### config.mk
export PLATFORM = sky130hd
export DESIGN_NAME = pirq_regs
export DESIGN_NICKNAME = d
export VERILOG_FILES = /design/src/rtl/pirq_pkg.sv /design/src/rtl/pirq_regs.sv
export SDC_FILE = /design/constraint.sdc
export NUM_CORES = 1
export LEC_CHECK = 0
export BUFFER_PORTS_ARGS = -buffer_cell sky130_fd_sc_hd__buf_2
export CAP_MARGIN = 10
export CORE_ASPECT_RATIO = 0.6
export CORE_UTILIZATION = 49
export CTS_CLUSTER_DIAMETER = 100
export DETAILED_ROUTE_END_ITERATION = 10
export PLACE_DENSITY = 0.86
export SYNTH_ARGS = -nofsm -noshare
export SYNTH_HDL_FRONTEND = slang
export SYNTH_SLANG_ARGS = --single-unit
### constraint.sdc
create_clock -name clk_i -period 2.6 [get_ports clk_i]
set_clock_uncertainty 0.15 [all_clocks]
set_input_delay 0 -clock clk_i [delete_from_list [all_inputs] [get_ports clk_i]]
set_output_delay 0 -clock clk_i [all_outputs]
set_load 0.01 [all_outputs]
### src/rtl/pirq_pkg.sv
// Package for the power, interrupt routing and auxiliary register bank.
// Assumes a classic Wishbone master with 32-bit data and byte addresses.
// What this block does
// - Second power-off delay is 500 ms times (six-bit code plus one).
// - Main-supply reset clears the delay register, giving the shortest 500 ms delay.
// - Delay starts only on a button press with power-off enable and delay option set.
// - Routing bit 0 low selects serial interrupt frame, high selects parallel pins.
// - Parallel mode disables BIOS buffer; serial pin is line 15, clock pin line 14.
// - Serial/parallel choice never affects SCI or SMI routing.
// - Routing bit 2 low sends SCI in the frame, high on a pin.
// - Routing bit 3 low makes SCI active low, high makes it active high.
// - Routing bit 4 low drives SCI push-pull, high open-drain.
// - Bits 6:5 put power event, SCI or line 9 on the shared pin.
// - With pin-select bit 5 set, the configured SCI interrupt number is ignored.
// - Shared pin driver follows its function: open-drain low, SCI bits, or push-pull high.
// - Routing bit 7 low puts SMI in frame slot 2, high on its pin.
// - SMI pin polarity and driver come from its pin configuration, default low open-drain.
// - Software may set forced disk-change bits but writing zero does nothing.
// - Step with drive select 1 clears bit 1; with drive select 0 clears bit 0.
// - Disk-changed status is selected forced bits ORed with the external input.
// - A set forced bit shows disk change while its drive is selected.
// - Forced bits 0 and 1 map to drives, bits 7:2 read zero, reset 0x03.
// - Read-only copy of floppy data-rate settings is kept.
// - Read-only copy of bits 7:6 and 3:0 of each UART FIFO control register is kept.
// - Battery reset clears the routing register to zero.
package pirq_pkg;
  localparam logic [7:0] OFS_DELAY   = 8'hB8;
  localparam logic [7:0] OFS_ROUTE   = 8'hC0;
  localparam logic [7:0] OFS_FORCE   = 8'hC1;
  localparam logic [7:0] OFS_RATE    = 8'hC2;
  localparam logic [7:0] OFS_FIFO1   = 8'hC3;
  localparam logic [7:0] OFS_FIFO2   = 8'hC4;
  localparam logic [7:0] OFS_PWRCTL  = 8'hC8;
  localparam logic [7:0] OFS_PWRSTAT = 8'hCC;

  localparam logic [7:0] RST_DELAY = 8'h00;
  localparam logic [7:0] RST_ROUTE = 8'h00;
  localparam logic [7:0] RST_FORCE = 8'h03;
  localparam logic [7:0] RST_COPY  = 8'h00;
  localparam logic [7:0] RST_PWR   = 8'h00;

  localparam int DELAY_W     = 6;
  localparam int FORCE_MASK  = 8'h03;
  localparam int BIT_PARALLEL = 0;
  localparam int BIT_SCI_PIN  = 2;
  localparam int BIT_SCI_POL  = 3;
  localparam int BIT_SCI_OD   = 4;
  localparam int BIT_SHARE_LO = 5;
  localparam int BIT_SMI_PIN  = 7;
  localparam int BIT_PWR_EN   = 0;
  localparam int BIT_OFF_DELAY_OPTION = 1;

  localparam logic [1:0] SHARE_PME  = 2'h0;
  localparam logic [1:0] SHARE_SCI  = 2'h1;
  localparam logic [1:0] SHARE_IRQ9 = 2'h2;

  localparam int  CLK_HZ       = 10_000_000;
  localparam int  STEP_MS      = 500;
  localparam int  STEP_CYCLES  = (CLK_HZ / 1000) * STEP_MS;

  typedef enum logic [1:0] {PIRQ_IDLE, PIRQ_RUN, PIRQ_DONE} pirq_state_t;

  typedef struct packed {
    logic       drive_select_zero_low;
    logic       drive_select_one_low;
    logic       head_step_low;
    logic       disk_change_in_low;
  } pirq_fdd_t;

  typedef struct packed {
    logic       wr_rate;
    logic       wr_fifo1;
    logic       wr_fifo2;
    logic [7:0] data;
  } pirq_orig_t;
endpackage : pirq_pkg

### src/rtl/pirq_regs.sv
// Register bank for power-off delay, interrupt routing and floppy/UART copies.
// Assumes synchronous inputs, one 10 MHz clock and a classic Wishbone master.
//
// Chosen here: the Wishbone slave port.
`timescale 1ns/100ps
`default_nettype none
module pirq_regs #(
  parameter int STEP_CYCLES = pirq_pkg::STEP_CYCLES
) (
  input  wire logic               clk_i,
  input  wire logic               rst_i,
  input  wire logic               vbat_rst_i,
  input  wire logic               wb_cyc_i,
  input  wire logic               wb_stb_i,
  input  wire logic               wb_we_i,
  input  wire logic [7:0]         wb_adr_i,
  input  wire logic [3:0]         wb_sel_i,
  input  wire logic [31:0]        wb_dat_i,
  output logic      [31:0]        wb_dat_o,
  output logic                    wb_ack_o,
  input  wire pirq_pkg::pirq_fdd_t  fdd_i,
  input  wire pirq_pkg::pirq_orig_t orig_i,
  input  wire logic               button_i,
  input  wire logic               sci_i,
  input  wire logic               smi_i,
  input  wire logic               pme_i,
  input  wire logic               irq9_i,
  input  wire logic               smi_pin_invert_i,
  input  wire logic               smi_pin_push_pull_i,
  output logic                    disk_changed_status_o,
  output logic                    power_off_o,
  output logic                    parallel_irq_o,
  output logic                    bios_buffer_en_o,
  output logic                    sci_in_frame_o,
  output logic                    smi_in_frame_o,
  output logic                    sci_cfg_irq_ignore_o,
  output logic                    sci_pin_o,
  output logic                    sci_pin_oe_n_o,
  output logic                    share_pin_o,
  output logic                    share_pin_oe_n_o,
  output logic                    system_mgmt_irq_pin_o,
  output logic                    system_mgmt_irq_pin_oe_n_o
);
  logic [7:0]  delay_q;
  logic [7:0]  route_q;
  logic [7:0]  force_q;
  logic [7:0]  rate_q;
  logic [7:0]  fifo1_q;
  logic [7:0]  fifo2_q;
  logic [1:0]  pwrctl_q;
  logic [23:0] tick_q;
  logic [5:0]  steps_q;
  logic        wr_req;
  logic        rd_req;
  logic        wr_lo;
  logic [7:0]  wd;
  logic [7:0]  rd_d;
  logic        sci_lvl;
  logic [1:0]  share_sel;
  pirq_pkg::pirq_state_t state_q;

  // Ack answers one cycle after the strobe and drops the cycle after
  assign wr_req = wb_cyc_i && wb_stb_i && !wb_ack_o && wb_we_i;
  assign rd_req = wb_cyc_i && wb_stb_i && !wb_ack_o && !wb_we_i;
  assign wr_lo  = wr_req && wb_sel_i[0];
  assign wd     = wb_dat_i[7:0];

  always_ff @(posedge clk_i)
  begin
    if (rst_i)
      wb_ack_o <= 1'b0;
    else
      wb_ack_o <= wb_cyc_i && wb_stb_i && !wb_ack_o;
  end

  always_comb
  begin
    case (wb_adr_i)
      pirq_pkg::OFS_DELAY:   rd_d = delay_q;
      pirq_pkg::OFS_ROUTE:   rd_d = route_q;
      pirq_pkg::OFS_FORCE:   rd_d = force_q & 8'(pirq_pkg::FORCE_MASK);
      pirq_pkg::OFS_RATE:    rd_d = rate_q;
      pirq_pkg::OFS_FIFO1:   rd_d = fifo1_q;
      pirq_pkg::OFS_FIFO2:   rd_d = fifo2_q;
      pirq_pkg::OFS_PWRCTL:  rd_d = {6'h00, pwrctl_q};
      pirq_pkg::OFS_PWRSTAT: rd_d = {6'h00, state_q == pirq_pkg::PIRQ_RUN, power_off_o};
      default:               rd_d = 8'h00;
    endcase
  end

  always_ff @(posedge clk_i)
  begin
    if (rst_i)
      wb_dat_o <= 32'h0000_0000;
    else if (rd_req)
      wb_dat_o <= {24'h00_0000, rd_d};
  end

  // Delay register lives on the main-supply reset
  always_ff @(posedge clk_i)
  begin
    if (rst_i)
      delay_q <= pirq_pkg::RST_DELAY;
    else if (wr_lo && wb_adr_i == pirq_pkg::OFS_DELAY)
      delay_q <= {2'h0, wd[pirq_pkg::DELAY_W-1:0]};
  end

  always_ff @(posedge clk_i)
  begin
    if (rst_i)
      pwrctl_q <= pirq_pkg::RST_PWR[1:0];
    else if (wr_lo && wb_adr_i == pirq_pkg::OFS_PWRCTL)
      pwrctl_q <= wd[1:0];
  end

  // Routing survives main-supply reset; only the battery reset clears it
  always_ff @(posedge clk_i)
  begin
    if (vbat_rst_i)
      route_q <= pirq_pkg::RST_ROUTE;
    else if (wr_lo && wb_adr_i == pirq_pkg::OFS_ROUTE)
      route_q <= {wd[7:2], 1'b0, wd[0]};
  end

  // Hardware clear beats software set only where a step hits the drive
  always_ff @(posedge clk_i)
  begin
    if (rst_i)
      force_q <= pirq_pkg::RST_FORCE;
    else
    begin
      if (wr_lo && wb_adr_i == pirq_pkg::OFS_FORCE)
        force_q[1:0] <= force_q[1:0] | wd[1:0];
      if (!fdd_i.head_step_low && !fdd_i.drive_select_one_low)
        force_q[1] <= 1'b0;
      if (!fdd_i.head_step_low && !fdd_i.drive_select_zero_low)
        force_q[0] <= 1'b0;
      force_q[7:2] <= 6'h00;
    end
  end

  always_ff @(posedge clk_i)
  begin
    if (rst_i)
      disk_changed_status_o <= 1'b0;
    else
      disk_changed_status_o <= (!fdd_i.drive_select_zero_low && force_q[0])
                             || (!fdd_i.drive_select_one_low && force_q[1])
                             || !fdd_i.disk_change_in_low;
  end

  always_ff @(posedge clk_i)
  begin
    if (rst_i)
    begin
      rate_q  <= pirq_pkg::RST_COPY;
      fifo1_q <= pirq_pkg::RST_COPY;
      fifo2_q <= pirq_pkg::RST_COPY;
    end
    else
    begin
      if (orig_i.wr_rate)
        rate_q <= orig_i.data;
      if (orig_i.wr_fifo1)
        fifo1_q <= {orig_i.data[7:6], 2'h0, orig_i.data[3:0]};
      if (orig_i.wr_fifo2)
        fifo2_q <= {orig_i.data[7:6], 2'h0, orig_i.data[3:0]};
    end
  end

  // Step tick counts 500 ms; steps run code+1 ticks, so jitter stays under one tick
  always_ff @(posedge clk_i)
  begin
    if (rst_i)
    begin
      state_q <= pirq_pkg::PIRQ_IDLE;
      tick_q  <= 24'h00_0000;
      steps_q <= 6'h00;
    end
    else
    begin
      case (state_q)
        pirq_pkg::PIRQ_IDLE:
          if (button_i && pwrctl_q[pirq_pkg::BIT_PWR_EN]
              && pwrctl_q[pirq_pkg::BIT_OFF_DELAY_OPTION])
          begin
            state_q <= pirq_pkg::PIRQ_RUN;
            tick_q  <= 24'h00_0000;
            steps_q <= delay_q[5:0];
          end
        pirq_pkg::PIRQ_RUN:
          if (tick_q == 24'(STEP_CYCLES - 1))
          begin
            tick_q <= 24'h00_0000;
            if (steps_q == 6'h00)
              state_q <= pirq_pkg::PIRQ_DONE;
            else
              steps_q <= steps_q - 6'h01;
          end
          else
            tick_q <= tick_q + 24'h00_0001;
        pirq_pkg::PIRQ_DONE:
          if (!pwrctl_q[pirq_pkg::BIT_PWR_EN])
            state_q <= pirq_pkg::PIRQ_IDLE;
        default:
          state_q <= pirq_pkg::PIRQ_IDLE;
      endcase
    end
  end

  always_ff @(posedge clk_i)
  begin
    if (rst_i)
      power_off_o <= 1'b0;
    else
      power_off_o <= state_q == pirq_pkg::PIRQ_DONE;
  end

  // Interrupt routing
  assign share_sel = route_q[6:5];
  assign sci_lvl   = route_q[pirq_pkg::BIT_SCI_POL] ? sci_i : !sci_i;

  always_ff @(posedge clk_i)
  begin
    if (vbat_rst_i)
    begin
      parallel_irq_o       <= 1'b0;
      bios_buffer_en_o     <= 1'b1;
      sci_in_frame_o       <= 1'b0;
      smi_in_frame_o       <= 1'b0;
      sci_cfg_irq_ignore_o <= 1'b0;
    end
    else
    begin
      parallel_irq_o       <= route_q[pirq_pkg::BIT_PARALLEL];
      bios_buffer_en_o     <= !route_q[pirq_pkg::BIT_PARALLEL];
      // Frame placement ignores bit 0 on purpose
      sci_in_frame_o       <= sci_i && !route_q[pirq_pkg::BIT_SCI_PIN];
      smi_in_frame_o       <= smi_i && !route_q[pirq_pkg::BIT_SMI_PIN];
      sci_cfg_irq_ignore_o <= route_q[pirq_pkg::BIT_SHARE_LO];
    end
  end

  // Open-drain: drive low with oe_n low, release high with oe_n high
  always_ff @(posedge clk_i)
  begin
    if (vbat_rst_i)
    begin
      sci_pin_o      <= 1'b1;
      sci_pin_oe_n_o <= 1'b1;
    end
    else if (!route_q[pirq_pkg::BIT_SCI_PIN])
    begin
      sci_pin_o      <= 1'b1;
      sci_pin_oe_n_o <= 1'b1;
    end
    else
    begin
      sci_pin_o      <= sci_lvl;
      sci_pin_oe_n_o <= route_q[pirq_pkg::BIT_SCI_OD] && sci_lvl;
    end
  end

  always_ff @(posedge clk_i)
  begin
    if (vbat_rst_i)
    begin
      share_pin_o      <= 1'b1;
      share_pin_oe_n_o <= 1'b1;
    end
    else
    begin
      case (share_sel)
        pirq_pkg::SHARE_PME:
        begin
          share_pin_o      <= !pme_i;
          share_pin_oe_n_o <= !pme_i;
        end
        pirq_pkg::SHARE_SCI:
        begin
          share_pin_o      <= sci_lvl;
          share_pin_oe_n_o <= route_q[pirq_pkg::BIT_SCI_OD] && sci_lvl;
        end
        pirq_pkg::SHARE_IRQ9:
        begin
          share_pin_o      <= irq9_i;
          share_pin_oe_n_o <= 1'b0;
        end
        default:
        begin
          share_pin_o      <= 1'b1;
          share_pin_oe_n_o <= 1'b1;
        end
      endcase
    end
  end

  // SMI pin style comes from its pin configuration inputs
  always_ff @(posedge clk_i)
  begin
    if (vbat_rst_i)
    begin
      system_mgmt_irq_pin_o      <= 1'b1;
      system_mgmt_irq_pin_oe_n_o <= 1'b1;
    end
    else if (!route_q[pirq_pkg::BIT_SMI_PIN])
    begin
      system_mgmt_irq_pin_o      <= 1'b1;
      system_mgmt_irq_pin_oe_n_o <= 1'b1;
    end
    else
    begin
      system_mgmt_irq_pin_o      <= smi_pin_invert_i ? smi_i : !smi_i;
      system_mgmt_irq_pin_oe_n_o <= !smi_pin_push_pull_i
                                 && (smi_pin_invert_i ? smi_i : !smi_i);
    end
  end
endmodule : pirq_regs
`default_nettype wire

* Word-level counts from Yosys, hierarchy flattened *
Index checks and enable logic that the tools add are counted.

word-level totals
  register bits = 91
  input bits = 72
  output and inout port bits = 46
  word-level logic and storage cells = 114

operators by class
  add/subtract/negate cells = 2
  equality and inequality tests = 18
  multiplexer cells = 20
  bitwise gates (word level) = 3
  reductions and logical operators = 45

operators with widths
  kind                     count
  $eq A8 B8 Y1 const B     8
  $pmux W8 S8              1
  $mux W24                 2
  $pmux W24 S2             1
  $add A24 B1 Y24 const B  1
  $eq A24 B23 Y1 const B   1
  $logic_and A1 B1 Y1      19
  $mux W6                  3
  $logic_not A1 Y1         13
  $pmux W6 S2              1
  $mux W2                  5
  $reduce_and A4 Y1        2
  $logic_not A6 Y1         1
  $ne A2 B2 Y1 const B     3
  $pmux W1 S3              2
  $pmux W2 S3              1
  $reduce_bool A2 Y1       3
  $sub A6 B1 Y6 const B    1
  $eq A2 B1 Y1 const B     2
  $eq A2 B2 Y1 const B     2
  $logic_not A2 Y1         2
  $mux W1                  4
  $ne A2 B1 Y1 const B     2
  $reduce_or A2 Y1         2
  other kinds (4)          6

* Depth between registers and ports, before layout *
Gate-level depths: netlist of the first run.

  depth after elaboration = 7
  mapped depth = 7
  depth with buffers taken out = 6

* Worst setup path before layout of the first run *
Ideal clock, no wire load.

  kind = register to register
  from = register tick_q[0]
  to = register tick_q[7]
  library setup time = 0.121 ns
  arrival time = 1.565 ns
  data required time = 2.329 ns
  path slack = 0.765 ns
  cell stages (with the launch flop) = 8
  buffers on the path = 1
  clock period less this slack = 1.835 ns
  cell sequence = dfxtp_1 -> ha_1 -> and3b_1 -> and4_4 -> a21o_1 -> buf_6 -> o21ai_1 -> mux2_2

on the way
  cells in the longest elaborated chain, start to end = 3
  elaborated cells between the ends (all ways) = 4
  those cells by class = add/sub (1); eq/ne (1); mux (2)

ends and longest elaborated chain
  item                                               RTL line                            RTL
  start: declaration                                 pirq_regs.sv:51                     logic [23:0] tick_q;
  start signal: assignment                           pirq_regs.sv:201                    tick_q <= tick_q + 24'h00_0001;
  $add A24 B1 Y24 or $eq A24 B23 Y1 (tied branches)  pirq_regs.sv:201, pirq_regs.sv:192
  $mux W24 (*)                                       pirq_regs.sv:192                    if (tick_q == 24'(STEP_CYCLES - 1))
  $pmux W24 S2 (*)                                   pirq_regs.sv:182                    case (state_q)

Mark *: on every way between the ends. The rest lies on a longest branch, timed or not.
A chain may end at the register's enable or synchronous reset.

* Worst setup path in the final report of the first run *
  from = input port wb_adr_i[7]
  to = register route_q[7]

on the way
  cells in the longest elaborated chain, start to end = 2

ends and longest elaborated chain
  item                    RTL line          RTL
  start: declaration      pirq_regs.sv:16   input wire logic [7:0] wb_adr_i,
  $eq A8 B8 Y1            pirq_regs.sv:121  else if (wr_lo && wb_adr_i == pirq_pkg::OFS_ROUTE)
  $logic_and A1 B1 Y1     pirq_regs.sv:121
  end signal: assignment  pirq_regs.sv:120  route_q <= pirq_pkg::RST_ROUTE;
  end signal: assignment  pirq_regs.sv:122  route_q <= {wd[7:2], 1'b0, wd[0]};
  end: declaration        pirq_regs.sv:45   logic [7:0] route_q;

Every way passes these cells.

==> results by group, run 1 <==
Synthesis
  – Yosys top cell area share: 0.404
  – EDFF count, synth: 0
  – Simple-Gate Fraction of Synth Area: 0.262
  – Post-synthesis compound-gate area fraction: 0.154
  – Post-synth top flop: dfxtp_1
  – Largest family of logic cells by synthesized area: simple AND/OR/NAND/NOR gates
  – Xor/xnor share of the synthesized area: 0.0213
  – Synth area leader: dfxtp_1
  – Avg Cell Area, Syn: around 9.0 um2
  – Count leader, synth: dfxtp_1
  – Synth Warn #: 0
  – Post-Synth Adder-Cell Area: 0.00831
  – Cell area after synthesis: about 0.0045 mm2
  – Seq/Total Area, Yosys: 0.404
  – Asr flop ratio synth: 0
  – Mux contribution to synthesized area: 0.0784
  – Synth unique cells: 64
  – Flops & latches, synth: 91
  – Area contributors post-synth: dfxtp_1, mux2i_1, nor2_1, buf_4, nand2_1
  – Commonest cells in the netlist: dfxtp_1, nor2_1, nand2_1, mux2i_1, nand3_1
  – Cell count after synthesis: just over 500

Routing
  – DRC: 0
  – Router iterations before antenna repair: 5
  – Vias: roughly 4400
  – Iteration-0 DRC Markers: 551
  – Final ANT Viol Nets: 0
  – WL per Instance: around 17 um
  – Drt via density: 5.93
  – Drt total wl: 12.6 mm

Global route
  – First-pass GRT wire length: about 20 mm
  – Global-route usage over all layers: 0.266
  – Vias in the first global route: 3944
  – Grt total ovfl: 0
  – Pin count of the biggest net entering global routing: 31
  – Initial antenna violation count: 0

Layout
  – Area grow syn2layout: 26.3%
  – Diodes inserted: 0
  – Nets: just under 700
  – Share of cells above drive strength 1: 0.168
  – Final Cell Area: about 0.0057 mm2

STA
  – Period utilization: 0.958
  – RSZ-0062 raised after global routing: no
  – TNS Setup: 0 ns
  – Min Tclk post-route: approximately 2.5 ns
  – Final Hold Viols: 0
  – Max Slew Vio Count: 0
  – # setup viols final: 0
  – Max-slew headroom at the worst pin: 0.519
  – Slew @ Worst Pin: 0.715 ns
  – Highest achievable clock rate: around 0.40 GHz

CTS
  – Bufs on Longest Clock Path: 2
  – H-tree levels: 3
  – Post-CTS Setup Inserts: 0
  – PostCTS Resize Cnt: 0
  – Post-CTS Hold Fix Bufs: between 50 and 60
  – Sink Count: between 90 and 100
  – TritonCTS Buffers: 9
  – CTS tree: yes
  – Clock Latency Late Sink: ~0.34 ns
  – Root Buffer Master: clkbuf_16
  – Clk pin slew, worst setup/hold paths: roughly 0.060 ns

Floorplan
  – # IOs: roughly 120
  – Die W: 126 um
  – Die height: roughly 76 um
  – Die footprint: slightly below 0.01 mm2
  – Core area: 0.00872 mm2
  – Initial core utilization: 0.518
  – Row count: 26

Pwr
  – PwrDens: between 500 and 600 mW/mm2
  – Sw frac: 0.222
  – Switching power: 699 uW
  – Leak: 2.33 nW
  – Sequential group share of total power: 0.456
  – Worst vdd ir: 355 uV
  – Combinational power share: 0.085
  – Clock Power Share: 0.459
  – Power Internal: between 2 and 2.5 mW

Place
  – Global placement routability congestion: 0.902
  – Quantity of I/O buffers inserted on ports: between 60 and 70
  – Post-DP Area: roughly 0.0048 mm2
  – Dpl hpwl: about 8.1 mm

Run status
  – Status: completed

Worst setup path
  – WS Path Type: input pin to register
  – Setup crit start kind: input pin
  – Req. time, crit path: 2.68 ns
  – Arr. time, crit path: between 2 and 3 ns
  – Critical Path End Type: register
  – Max FO, Critical Path: 12

Flow run
  – Number of max-cap violations: 0

Worst hold path
  – Worst hold path class: input pin to register
state kept, by name (all words and copies together), names as in the netlist, 2 cells and up:
| register | flops |
|---|---|
| delay_q | 6 |
| route_q | 7 |
| state_q | 2 |
| force_q | 2 |
| pwrctl_q | 2 |
| tick_q | 24 |
| fifo2_q | 6 |
| wb_dat_o | 8 |
| steps_q | 6 |
| rate_q | 8 |
| fifo1_q | 6 |
placed cells by master (no fill, tap or decap), drive strengths merged, types with 3 or more instances in the layout:
cell type    instances
a21o                 6
and4bb               3
conb                24
ha                   3
or4                  3
a211oi               3
nand3b               3
a31oi                9
o32ai                3
nor2                58
nor3b                6
mux2i               32
and3                11
a21oi               28
and3b                3
dfxtp               91
mux2                 3
nand2b              10
nor2b                6
a32o                 4
nor3                 8
clkbuf              11
buf                 69
nand3               31
nor4                 3
or3                  6
nand4                8
dlygate4sd3         56
o21ai               14
a22oi                6
xor2                 9
a22o                 7
a221o                4
o21bai               4
inv                 10
nor4b                6
nand2               41
layer usage:
layer,up-vias,track usage,wire length (um)
met4,0,0.112,346
met5,-,0,0
met2,248,0.410,5700
li1,2012,-,-
met3,31,0.0695,1250
met1,2075,0.352,5350
worst paths after layout:
kind,from,endpoint,slack [ns],cells past startpoint
min,wb_adr_i[2],wb_dat_o[0]$_SDFFE_PP0P_,0.05,4
max,wb_adr_i[7],route_q[7]$_SDFFE_PP0P_,0.11,8
max reg2reg,wb_ack_o$_SDFF_PP0_,delay_q[5]$_SDFFE_PP0P_,0.17,6
min reg2reg,fifo2_q[0]$_SDFFE_PP0P_,wb_dat_o[0]$_SDFFE_PP0P_,0.34,2
layout make-up:
cell class | count | area [um2]
clock buffer | 11 | 253
clock inverter | 5 | 82.6
fill | 629 | 3020
inverter | 8 | 30.0
multi-input combinational | 384 | 2460
sequential | 91 | 1820
tap | 112 | 140
timing repair buffer | 125 | 913
stage by stage:
step	power, mW	hold slack, ns	std cells	utilization	setup WS [ns]
finish	3.15	0.0475	736	0.654	0.110
detailed placement	1.65	0.0540	664	0.551	0.418
global placement	1.64	0.0486	664	0.551	0.503
global route	3.24	0.0571	736	0.654	0.0401
floorplan	1.60	-0.0784	527	-	0.765
CTS	3.14	0.00861	736	0.654	0.233
worst max-delay path: stages:
cell,delay (ns)
dlygate4sd3_1,0.54
buf_2,0.17
and4bb_2,0.34
and3_1,0.47
nand2_1,0.26
nand2_1,0.15
a21oi_1,0.07
dlygate4sd3_1,0.55
power groups by stage:
stage	clock, mW	sequential (mW)	combinational [mW]
floorplan	0	1.46	0.139
global placement	0	1.46	0.181
detailed placement	0	1.46	0.188
CTS	1.45	1.43	0.251
global route	1.52	1.44	0.285
finish	1.44	1.44	0.268
kinds of logic after synthesis:
family                     after synthesis
AOI/OAI and AO/OA                      100
xor gates and xnor gates                11
adders and majority gates                3
buffers and inverters                   52
DFF                                     91
muxes                                   35
other                                    1
and+or+nand+nor                        211
Note: power is estimated with default switching activity, not from simulation.
==> inputs of run 2 (changes only) <==
--- a/config.mk
+++ b/config.mk
@@ -5,13 +5,15 @@
 export SDC_FILE = /design/constraint.sdc
 export NUM_CORES = 1
 export LEC_CHECK = 0
+export ABC_AREA = 1
 export BUFFER_PORTS_ARGS = -buffer_cell sky130_fd_sc_hd__buf_2
 export CAP_MARGIN = 10
 export CORE_ASPECT_RATIO = 0.6
 export CORE_UTILIZATION = 49
 export CTS_CLUSTER_DIAMETER = 100
 export DETAILED_ROUTE_END_ITERATION = 10
-export PLACE_DENSITY = 0.86
+export HOLD_SLACK_MARGIN = 0.06
+export PLACE_DENSITY = 0.85
 export SYNTH_ARGS = -nofsm -noshare
 export SYNTH_HDL_FRONTEND = slang
 export SYNTH_SLANG_ARGS = --single-unit
==> run 2 against run 1 <==
  * Global-route usage increased by 0.63 points
  * Highest routed layer unchanged
  * Critical endpoint is now route_q[4]$_SDFFE_PP0P_
  * Largest power group unchanged
  * Synthesized area increased by 4.2%
  * Wire length increased by 4.2%
==> results by group, run 2 <==
Layout
  – Fillers: 783 (was 629)
  – Top Registers: tick_q: 24 flops, rate_q: 8 flops, wb_dat_o: 8 flops (unchanged)
  – Reg area: 0.00182 mm2 (unchanged)
  – Area grow syn2layout: 27.1% (was 26.3%)
  – Diodes inserted: 0 (unchanged)
  – Share of cells above drive strength 1: 0.148 (was 0.168)
  – Area of the multi-input gates: 0.00243 mm2 (was 0.00246 mm2)
  – Largest reg by FF count: tick_q (unchanged)
  – Largest register FFs: 24 (unchanged)
  – Final Cell Area: 0.00598 mm2 (was 0.00570 mm2)
  – Most common cell after layout, fill and taps aside: nand2_1 (was dfxtp_1)
  – Nets: 897 (was 694)
  – Most frequent cells in the layout: nand2_1, nor2_1, dfxtp_1 (was dfxtp_1, buf_2, nor2_1)
  – Fin util: 0.646 (was 0.654)

Routing
  – Drt via density: 5.16 (was 5.93)
  – Final ANT Viol Nets: 0 (unchanged)
  – Router iterations before antenna repair: 5 (unchanged)
  – WL per Instance: 13.8 um (was 17.2 um)
  – Iteration-0 DRC Markers: 568 (was 551)
  – DRC: 0 (unchanged)
  – Vias: 4933 (was 4366)
  – Drt total wl: 13.2 mm (was 12.6 mm)

Global route
  – Pin count of the biggest net entering global routing: 24 (was 31)
  – Vias in the first global route: 4444 (was 3944)
  – First-pass GRT wire length: 21.2 mm (was 19.9 mm)
  – Global-route usage over all layers: 0.272 (was 0.266)
  – Initial antenna violation count: 0 (unchanged)
  – Grt total ovfl: 0 (unchanged)

Synthesis
  – Synth area leader: dfxtp_1 (unchanged)
  – Commonest cells in the netlist: nand2_1, nor2_1, dfxtp_1, inv_1, nand3_1 (was dfxtp_1, nor2_1, nand2_1, mux2i_1, nand3_1)
  – Count leader, synth: nand2_1 (was dfxtp_1)
  – Area contributors post-synth: dfxtp_1, nand2_1, nor2_1, nand3_1, o21ai_0 (was dfxtp_1, mux2i_1, nor2_1, buf_4, nand2_1)
  – Yosys top cell area share: 0.387 (was 0.404)
  – Synth unique cells: 36 (was 64)
  – Cell count after synthesis: 692 (was 504)
  – Post-synth top flop: dfxtp_1 (unchanged)
  – EDFF count, synth: 0 (unchanged)
  – Avg Cell Area, Syn: 6.80 um2 (was 8.96 um2)
  – Flops & latches, synth: 91 (unchanged)
  – Seq/Total Area, Yosys: 0.387 (was 0.404)
  – Cell area after synthesis: 0.00471 mm2 (was 0.00451 mm2)
  – Synth Warn #: 0 (unchanged)
  – Asr flop ratio synth: 0 (unchanged)

Worst setup path
  – Critical path's slowest cell: dlygate4sd3_1 (unchanged)
  – Max FO, Critical Path: 10 (was 12)
  – R2R cell count: 6 (unchanged)
  – Req. time, crit path: 2.74 ns (was 2.68 ns)
  – Critical Path End Type: register (unchanged)
  – Slowest stage delay, CP: 0.56 ns (was 0.55 ns)
  – Arr. time, crit path: 2.64 ns (was 2.57 ns)
  – Setup crit start kind: input pin (unchanged)
  – Cell mode on critical path: dlygate4sd3_1
  – Cell Chain, Critical Path: dlygate4sd3_1, buf_2, nand2_1, dlygate4sd3_1, nor2_2, nand3_4, nor2_4, nand2_1, a21oi_1, dlygate4sd3_1 (was dlygate4sd3_1, buf_2, and4bb_2, and3_1, nand2_1, nand2_1, a21oi_1, dlygate4sd3_1)
  – WS Path Type: input pin to register (unchanged)

Worst hold path
  – Hold Crit Depth: 5 (was 4)
  – Worst hold path class: input pin to register (unchanged)

Pwr
  – Sequential group share of total power: 0.480 (was 0.456)
  – Clock Power Share: 0.433 (was 0.459)
  – Combinational power share: 0.086 (was 0.085)
  – Leak: 2.52 nW (was 2.33 nW)
  – PwrDens: 500 mW/mm2 (was 552 mW/mm2)
  – Power Internal: 2.28 mW (was 2.45 mW)
  – Switching power: 709 uW (was 699 uW)
  – Sw frac: 0.237 (was 0.222)
  – Worst vdd ir: 401 uV (was 355 uV)

CTS
  – H-tree levels: 3 (unchanged)
  – TritonCTS Buffers: 9 (unchanged)
  – CTS tree: yes (unchanged)
  – Clock Latency Late Sink: 0.35 ns (was 0.34 ns)
  – Bufs on Longest Clock Path: 2 (unchanged)
  – Root Buffer Master: clkbuf_16 (unchanged)
  – Sink Count: 91 (unchanged)
  – Clk pin slew, worst setup/hold paths: 0.07 ns (was 0.06 ns)

STA
  – Highest achievable clock rate: 0.399 GHz (was 0.402 GHz)
  – Final Hold Viols: 0 (unchanged)
  – Slew @ Worst Pin: 0.587 ns (was 0.715 ns)
  – # setup viols final: 0 (unchanged)
  – Max Slew Vio Count: 0 (unchanged)
  – Min Tclk post-route: 2.50 ns (was 2.49 ns)
  – WHS: 0.0716 ns (was 0.0475 ns)
  – Max-slew headroom at the worst pin: 0.608 (was 0.519)
  – Period utilization: 0.963 (was 0.958)

Floorplan
  – Initial core utilization: 0.508 (was 0.518)
  – Core area: 0.00926 mm2 (was 0.00872 mm2)
  – Die W: 129 um (was 126 um)
  – Row count: 27 (was 26)
  – Die height: 77.9 um (was 76.4 um)
  – # IOs: 118 (unchanged)
  – Die footprint: 0.0100 mm2 (was 0.00961 mm2)

Place
  – Post-DP Area: 0.00506 mm2 (was 0.00480 mm2)
  – Dpl hpwl: 8.62 mm (was 8.14 mm)
  – Global placement routability congestion: 0.910 (was 0.902)
  – Quantity of I/O buffers inserted on ports: 66 (unchanged)

Run status
  – Status: completed (unchanged)

Flow run
  – Number of max-cap violations: 0 (unchanged)
run 2: changes by cell type after synthesis, sizes merged, moves of 7 or more:
cell and change:
nand2b -10, a22o -7, a31oi -9, nor2 +74, and3 -11, nand3 +27, a21oi +18, o21ai +39
mux2i -32, nand2 +115, inv +66
run 2: through the flow:
step	std cells	setup slack (ns)	setup TNS [ns]	total power [mW]
after floorplan	715	0.969	0	1.59
after global placement	879	0.730	0	1.63
after detailed placement	879	0.700	0	1.64
after CTS	954	0.0549	0	2.98
after global routing	956	-0.0122	-0.0122	3.09
final	956	0.0956	0	2.99
run 2: repair_timing:
item,in CTS,in global routing
endpoints found under the setup margin,0,6
hold buffers,60,0
buffers inserted,0,2
hold endpoints to repair,71,0
resized for setup,0,3
run 2: final cells by class:
cell class	count	share of cell area
timing repair buffer	133	0.164
clock buffer	9	0.0377
tap	130	0.0272
sequential	91	0.305
multi-input combinational	511	0.407
inverter	76	0.0481
clock inverter	6	0.0111
run 2: power by group through the flow:
| stage | Sequential, mW | Clock, mW | Combinational (mW) |
|---|---|---|---|
| floorplan | 1.46 | 0 | 0.125 |
| global placement | 1.46 | 0 | 0.171 |
| detailed placement | 1.46 | 0 | 0.174 |
| CTS | 1.43 | 1.30 | 0.241 |
| global route | 1.44 | 1.37 | 0.281 |
| finish | 1.44 | 1.29 | 0.258 |
run 2: worst paths after layout:
| kind | slack [ns] | end | startpoint |
|---|---|---|---|
| worst max register to register | 0.65 | route_q[4]$_SDFFE_PP0P_ | wb_ack_o$_SDFF_PP0_ |
| worst max-delay path | 0.1 | route_q[4]$_SDFFE_PP0P_ | wb_stb_i |
| worst min register to register | 0.30 | fifo2_q[2]$_SDFFE_PP0P_ | fifo2_q[2]$_SDFFE_PP0P_ |
| worst min-delay path | 0.07 | route_q[0]$_SDFFE_PP0P_ | wb_sel_i[0] |
run 2: critical path, delay by kind of cell:
kind                   cells  cell delay, ns
AOI/OAI and AO/OA          1            0.15
buffers and inverters      4            1.75
and+or+nand+nor            5            0.73
run 2: cell families (layout without fill, tap and decap cells):
family	count (synthesis)	after routing	synth area share
flops	91	91	0.387
fa+ha+maj	3	3	0.00798
simple gates	364	364	0.345
compound gates	108	108	0.119
buf+inv	113	224	0.117
xor+xnor	12	12	0.0223
other cells	1	24	0.000797
run 2: metal layers:
metal	wire length [um]	vias to the layer above	track usage
met3	1440	34	0.0724
met5	0	-	0
met2	5490	287	0.402
met1	5970	2184	0.379
met4	293	0	0.0953
li1	-	2428	-
==> inputs of run 3 (changes only) <==
--- a/config.mk
+++ b/config.mk
@@ -5,7 +5,6 @@
 export SDC_FILE = /design/constraint.sdc
 export NUM_CORES = 1
 export LEC_CHECK = 0
-export ABC_AREA = 1
 export BUFFER_PORTS_ARGS = -buffer_cell sky130_fd_sc_hd__buf_2
 export CAP_MARGIN = 10
 export CORE_ASPECT_RATIO = 0.6
@@ -13,7 +12,7 @@
 export CTS_CLUSTER_DIAMETER = 100
 export DETAILED_ROUTE_END_ITERATION = 10
 export HOLD_SLACK_MARGIN = 0.06
-export PLACE_DENSITY = 0.85
+export PLACE_DENSITY = 0.86
 export SYNTH_ARGS = -nofsm -noshare
 export SYNTH_HDL_FRONTEND = slang
 export SYNTH_SLANG_ARGS = --single-unit
==> run 3 against run 2 <==
  * Cell count shrank 23%
  * Non-clock buffer count shrank 4
  * Fmax is essentially flat
  * Utilization grew 1.3 points
  * Worst hold slack gained 0.068 ns
  * Setup slack gained 0.0021 ns
  * Critical path depth shrank 3
  * Sequential share of layout area grew 1.2 points
  * Critical endpoint is now wb_dat_o[0]$_SDFFE_PP0P_
  * Highest routed layer unchanged
==> results by group, run 3 (synthesized netlist as in run 1, its figures left out) <==
Run status
  – Status: completed (unchanged)

CTS
  – Bufs on Longest Clock Path: 2 (unchanged)
  – Sink Count: 91 (unchanged)
  – Clk pin slew, worst setup/hold paths: 0.06 ns (was 0.07 ns)
  – CTS tree: yes (unchanged)
  – Clock Latency Late Sink: 0.34 ns (was 0.35 ns)
  – H-tree levels: 3 (unchanged)
  – Root Buffer Master: clkbuf_16 (unchanged)
  – TritonCTS Buffers: 9 (unchanged)

Worst hold path
  – Hold Crit Depth: 5 (unchanged)
  – Worst hold path class: input pin to register (unchanged)
  – HP Start: wb_adr_i[1] (was wb_sel_i[0])
  – Min-Delay Endpoint: wb_dat_o[1]$_SDFFE_PP0P_ (was route_q[0]$_SDFFE_PP0P_)

Floorplan
  – Row count: 26 (was 27)
  – # IOs: 118 (unchanged)
  – Die height: 76.4 um (was 77.9 um)
  – Die footprint: 0.00961 mm2 (was 0.0100 mm2)
  – Initial core utilization: 0.518 (was 0.508)
  – Die W: 126 um (was 129 um)
  – Core area: 0.00872 mm2 (was 0.00926 mm2)

Global route
  – Vias in the first global route: 4061 (was 4444)
  – Grt total ovfl: 0 (unchanged)
  – Pin count of the biggest net entering global routing: 31 (was 24)
  – First-pass GRT wire length: 20.4 mm (was 21.2 mm)
  – Initial antenna violation count: 0 (unchanged)
  – Global-route usage over all layers: 0.271 (was 0.272)

Layout
  – Diodes inserted: 0 (unchanged)
  – Area grow syn2layout: 27.4% (was 27.1%)
  – Most common cell after layout, fill and taps aside: dfxtp_1 (was nand2_1)
  – Area of the multi-input gates: 0.00247 mm2 (was 0.00243 mm2)
  – Most frequent cells in the layout: dfxtp_1, buf_2, dlygate4sd3_1 (was nand2_1, nor2_1, dfxtp_1)
  – Fillers: 620 (was 783)
  – Largest register FFs: 24 (unchanged)
  – Reg area: 0.00182 mm2 (unchanged)
  – Share of cells above drive strength 1: 0.172 (was 0.148)
  – Fin util: 0.659 (was 0.646)
  – Final Cell Area: 0.00575 mm2 (was 0.00598 mm2)
  – Largest reg by FF count: tick_q (unchanged)
  – Top Registers: tick_q: 24 flops, rate_q: 8 flops, wb_dat_o: 8 flops (unchanged)
  – Nets: 698 (was 897)

Pwr
  – Power Total: 3.15 mW (was 2.99 mW)
  – Worst vdd ir: 355 uV (was 401 uV)
  – Leak: 2.34 nW (was 2.52 nW)
  – PwrDens: 548 mW/mm2 (was 500 mW/mm2)

Worst setup path
  – Arr. time, crit path: 2.63 ns (was 2.64 ns)
  – Max FO, Critical Path: 7 (was 10)
  – WS Path Type: input pin to register (unchanged)
  – R2R cell count: 7 (was 6)
  – Critical Path End Type: register (unchanged)
  – Req. time, crit path: 2.73 ns (was 2.74 ns)
  – FF-to-FF Start: wb_ack_o$_SDFF_PP0_ (unchanged)
  – R2R Path End: wb_dat_o[0]$_SDFFE_PP0P_ (was route_q[4]$_SDFFE_PP0P_)
  – Setup crit start kind: input pin (unchanged)
  – FF-to-FF setup slack: 0.15 ns (was 0.65 ns)

Place
  – Pre-CTS setup slack: 0.418 ns (was 0.700 ns)
  – Post-DP Area: 0.00480 mm2 (was 0.00506 mm2)
  – Global placement routability congestion: 0.902 (was 0.910)
  – Dpl hpwl: 8.14 mm (was 8.62 mm)
  – Quantity of I/O buffers inserted on ports: 66 (unchanged)

Routing
  – Final ANT Viol Nets: 0 (unchanged)
  – WL per Instance: 17.4 um (was 13.8 um)
  – Drt via density: 6.05 (was 5.16)
  – Vias: 4480 (was 4933)
  – Iteration-0 DRC Markers: 670 (was 568)
  – Router iterations before antenna repair: 6 (was 5)
  – Drt total wl: 12.9 mm (was 13.2 mm)
  – DRC: 0 (unchanged)

STA
  – RSZ-0062 raised after global routing: yes
  – Max Slew Vio Count: 0 (unchanged)
  – Final Hold Viols: 0 (unchanged)
  – Final Worst Setup Slack: 0.0977 ns (was 0.0956 ns)
  – Min Tclk post-route: 2.50 ns (about the same)
  – Max-slew headroom at the worst pin: 0.454 (was 0.608)
  – Period utilization: 0.962 (was 0.963)
  – TNS Setup: 0 ns (unchanged)
  – Highest achievable clock rate: 0.400 GHz (was 0.399 GHz)
  – Slew @ Worst Pin: 0.812 ns (was 0.587 ns)
  – # setup viols final: 0 (unchanged)

Flow run
  – Number of max-cap violations: 0 (unchanged)
## run 3: through the flow
step | cells | hold slack [ns]
after floorplan | 527 | -0.0784
after global placement | 664 | 0.0486
after detailed placement | 664 | 0.0540
after CTS | 740 | 0.104
after global routing | 740 | 0.139
final | 740 | 0.140
## run 3: where the power goes
group          internal (mW)  switching (mW)  total, mW
logic                  0.128           0.143      0.271
clock network          0.900           0.545       1.45
registers               1.42          0.0161       1.44
total                   2.45           0.704       3.15
## run 3: repair_timing
action | CTS | global route
resized for setup | 0 | 3
hold buffers | 60 | 0
setup endpoints to repair | 0 | 4
setup buffers | 0 | 0
hold endpoints to repair | 62 | 0
## run 3: routing by layer
layer	GRT usage	vias up	share of wire
met3	0.0660	46	0.12
met1	0.357	2117	0.40
met2	0.427	292	0.45
li1	-	2025	-
met4	0.107	0	0.028
met5	0	-	0
## run 3: area by class of cell
class / instances / share of cell area
multi-input cells: 384 / 0.429
flip-flops and latches: 91 / 0.317
repair buffers: 129 / 0.166
clock buffers: 11 / 0.0440
well taps: 112 / 0.0244
clock inverters: 5 / 0.0144
inverters: 8 / 0.00522
## run 3: critical path, cell delays in order
cell and delay (ns):
dlygate4sd3_1 0.54, buf_2 0.18, nor4b_4 0.44, dlygate4sd3_1 0.62, nand3_1 0.12, a31oi_1 0.16, dlygate4sd3_1 0.56
## run 3: worst max path at each step
stage	from	to	slack [ns]	depth (start not counted)
after floorplan	tick_q[0]$_SDFFE_PP0P_	tick_q[7]$_SDFFE_PP0P_	0.76	7
after CTS	wb_ack_o$_SDFF_PP0_	wb_dat_o[0]$_SDFFE_PP0P_	0.10	7
after detailed placement	tick_q[0]$_SDFFE_PP0P_	steps_q[3]$_SDFFE_PP0P_	0.42	6
after global placement	tick_q[0]$_SDFFE_PP0P_	steps_q[3]$_SDFFE_PP0P_	0.50	6
final	wb_adr_i[2]	wb_dat_o[0]$_SDFFE_PP0P_	0.1	7
after global routing	wb_adr_i[2]	wb_dat_o[0]$_SDFFE_PP0P_	-0.004	7
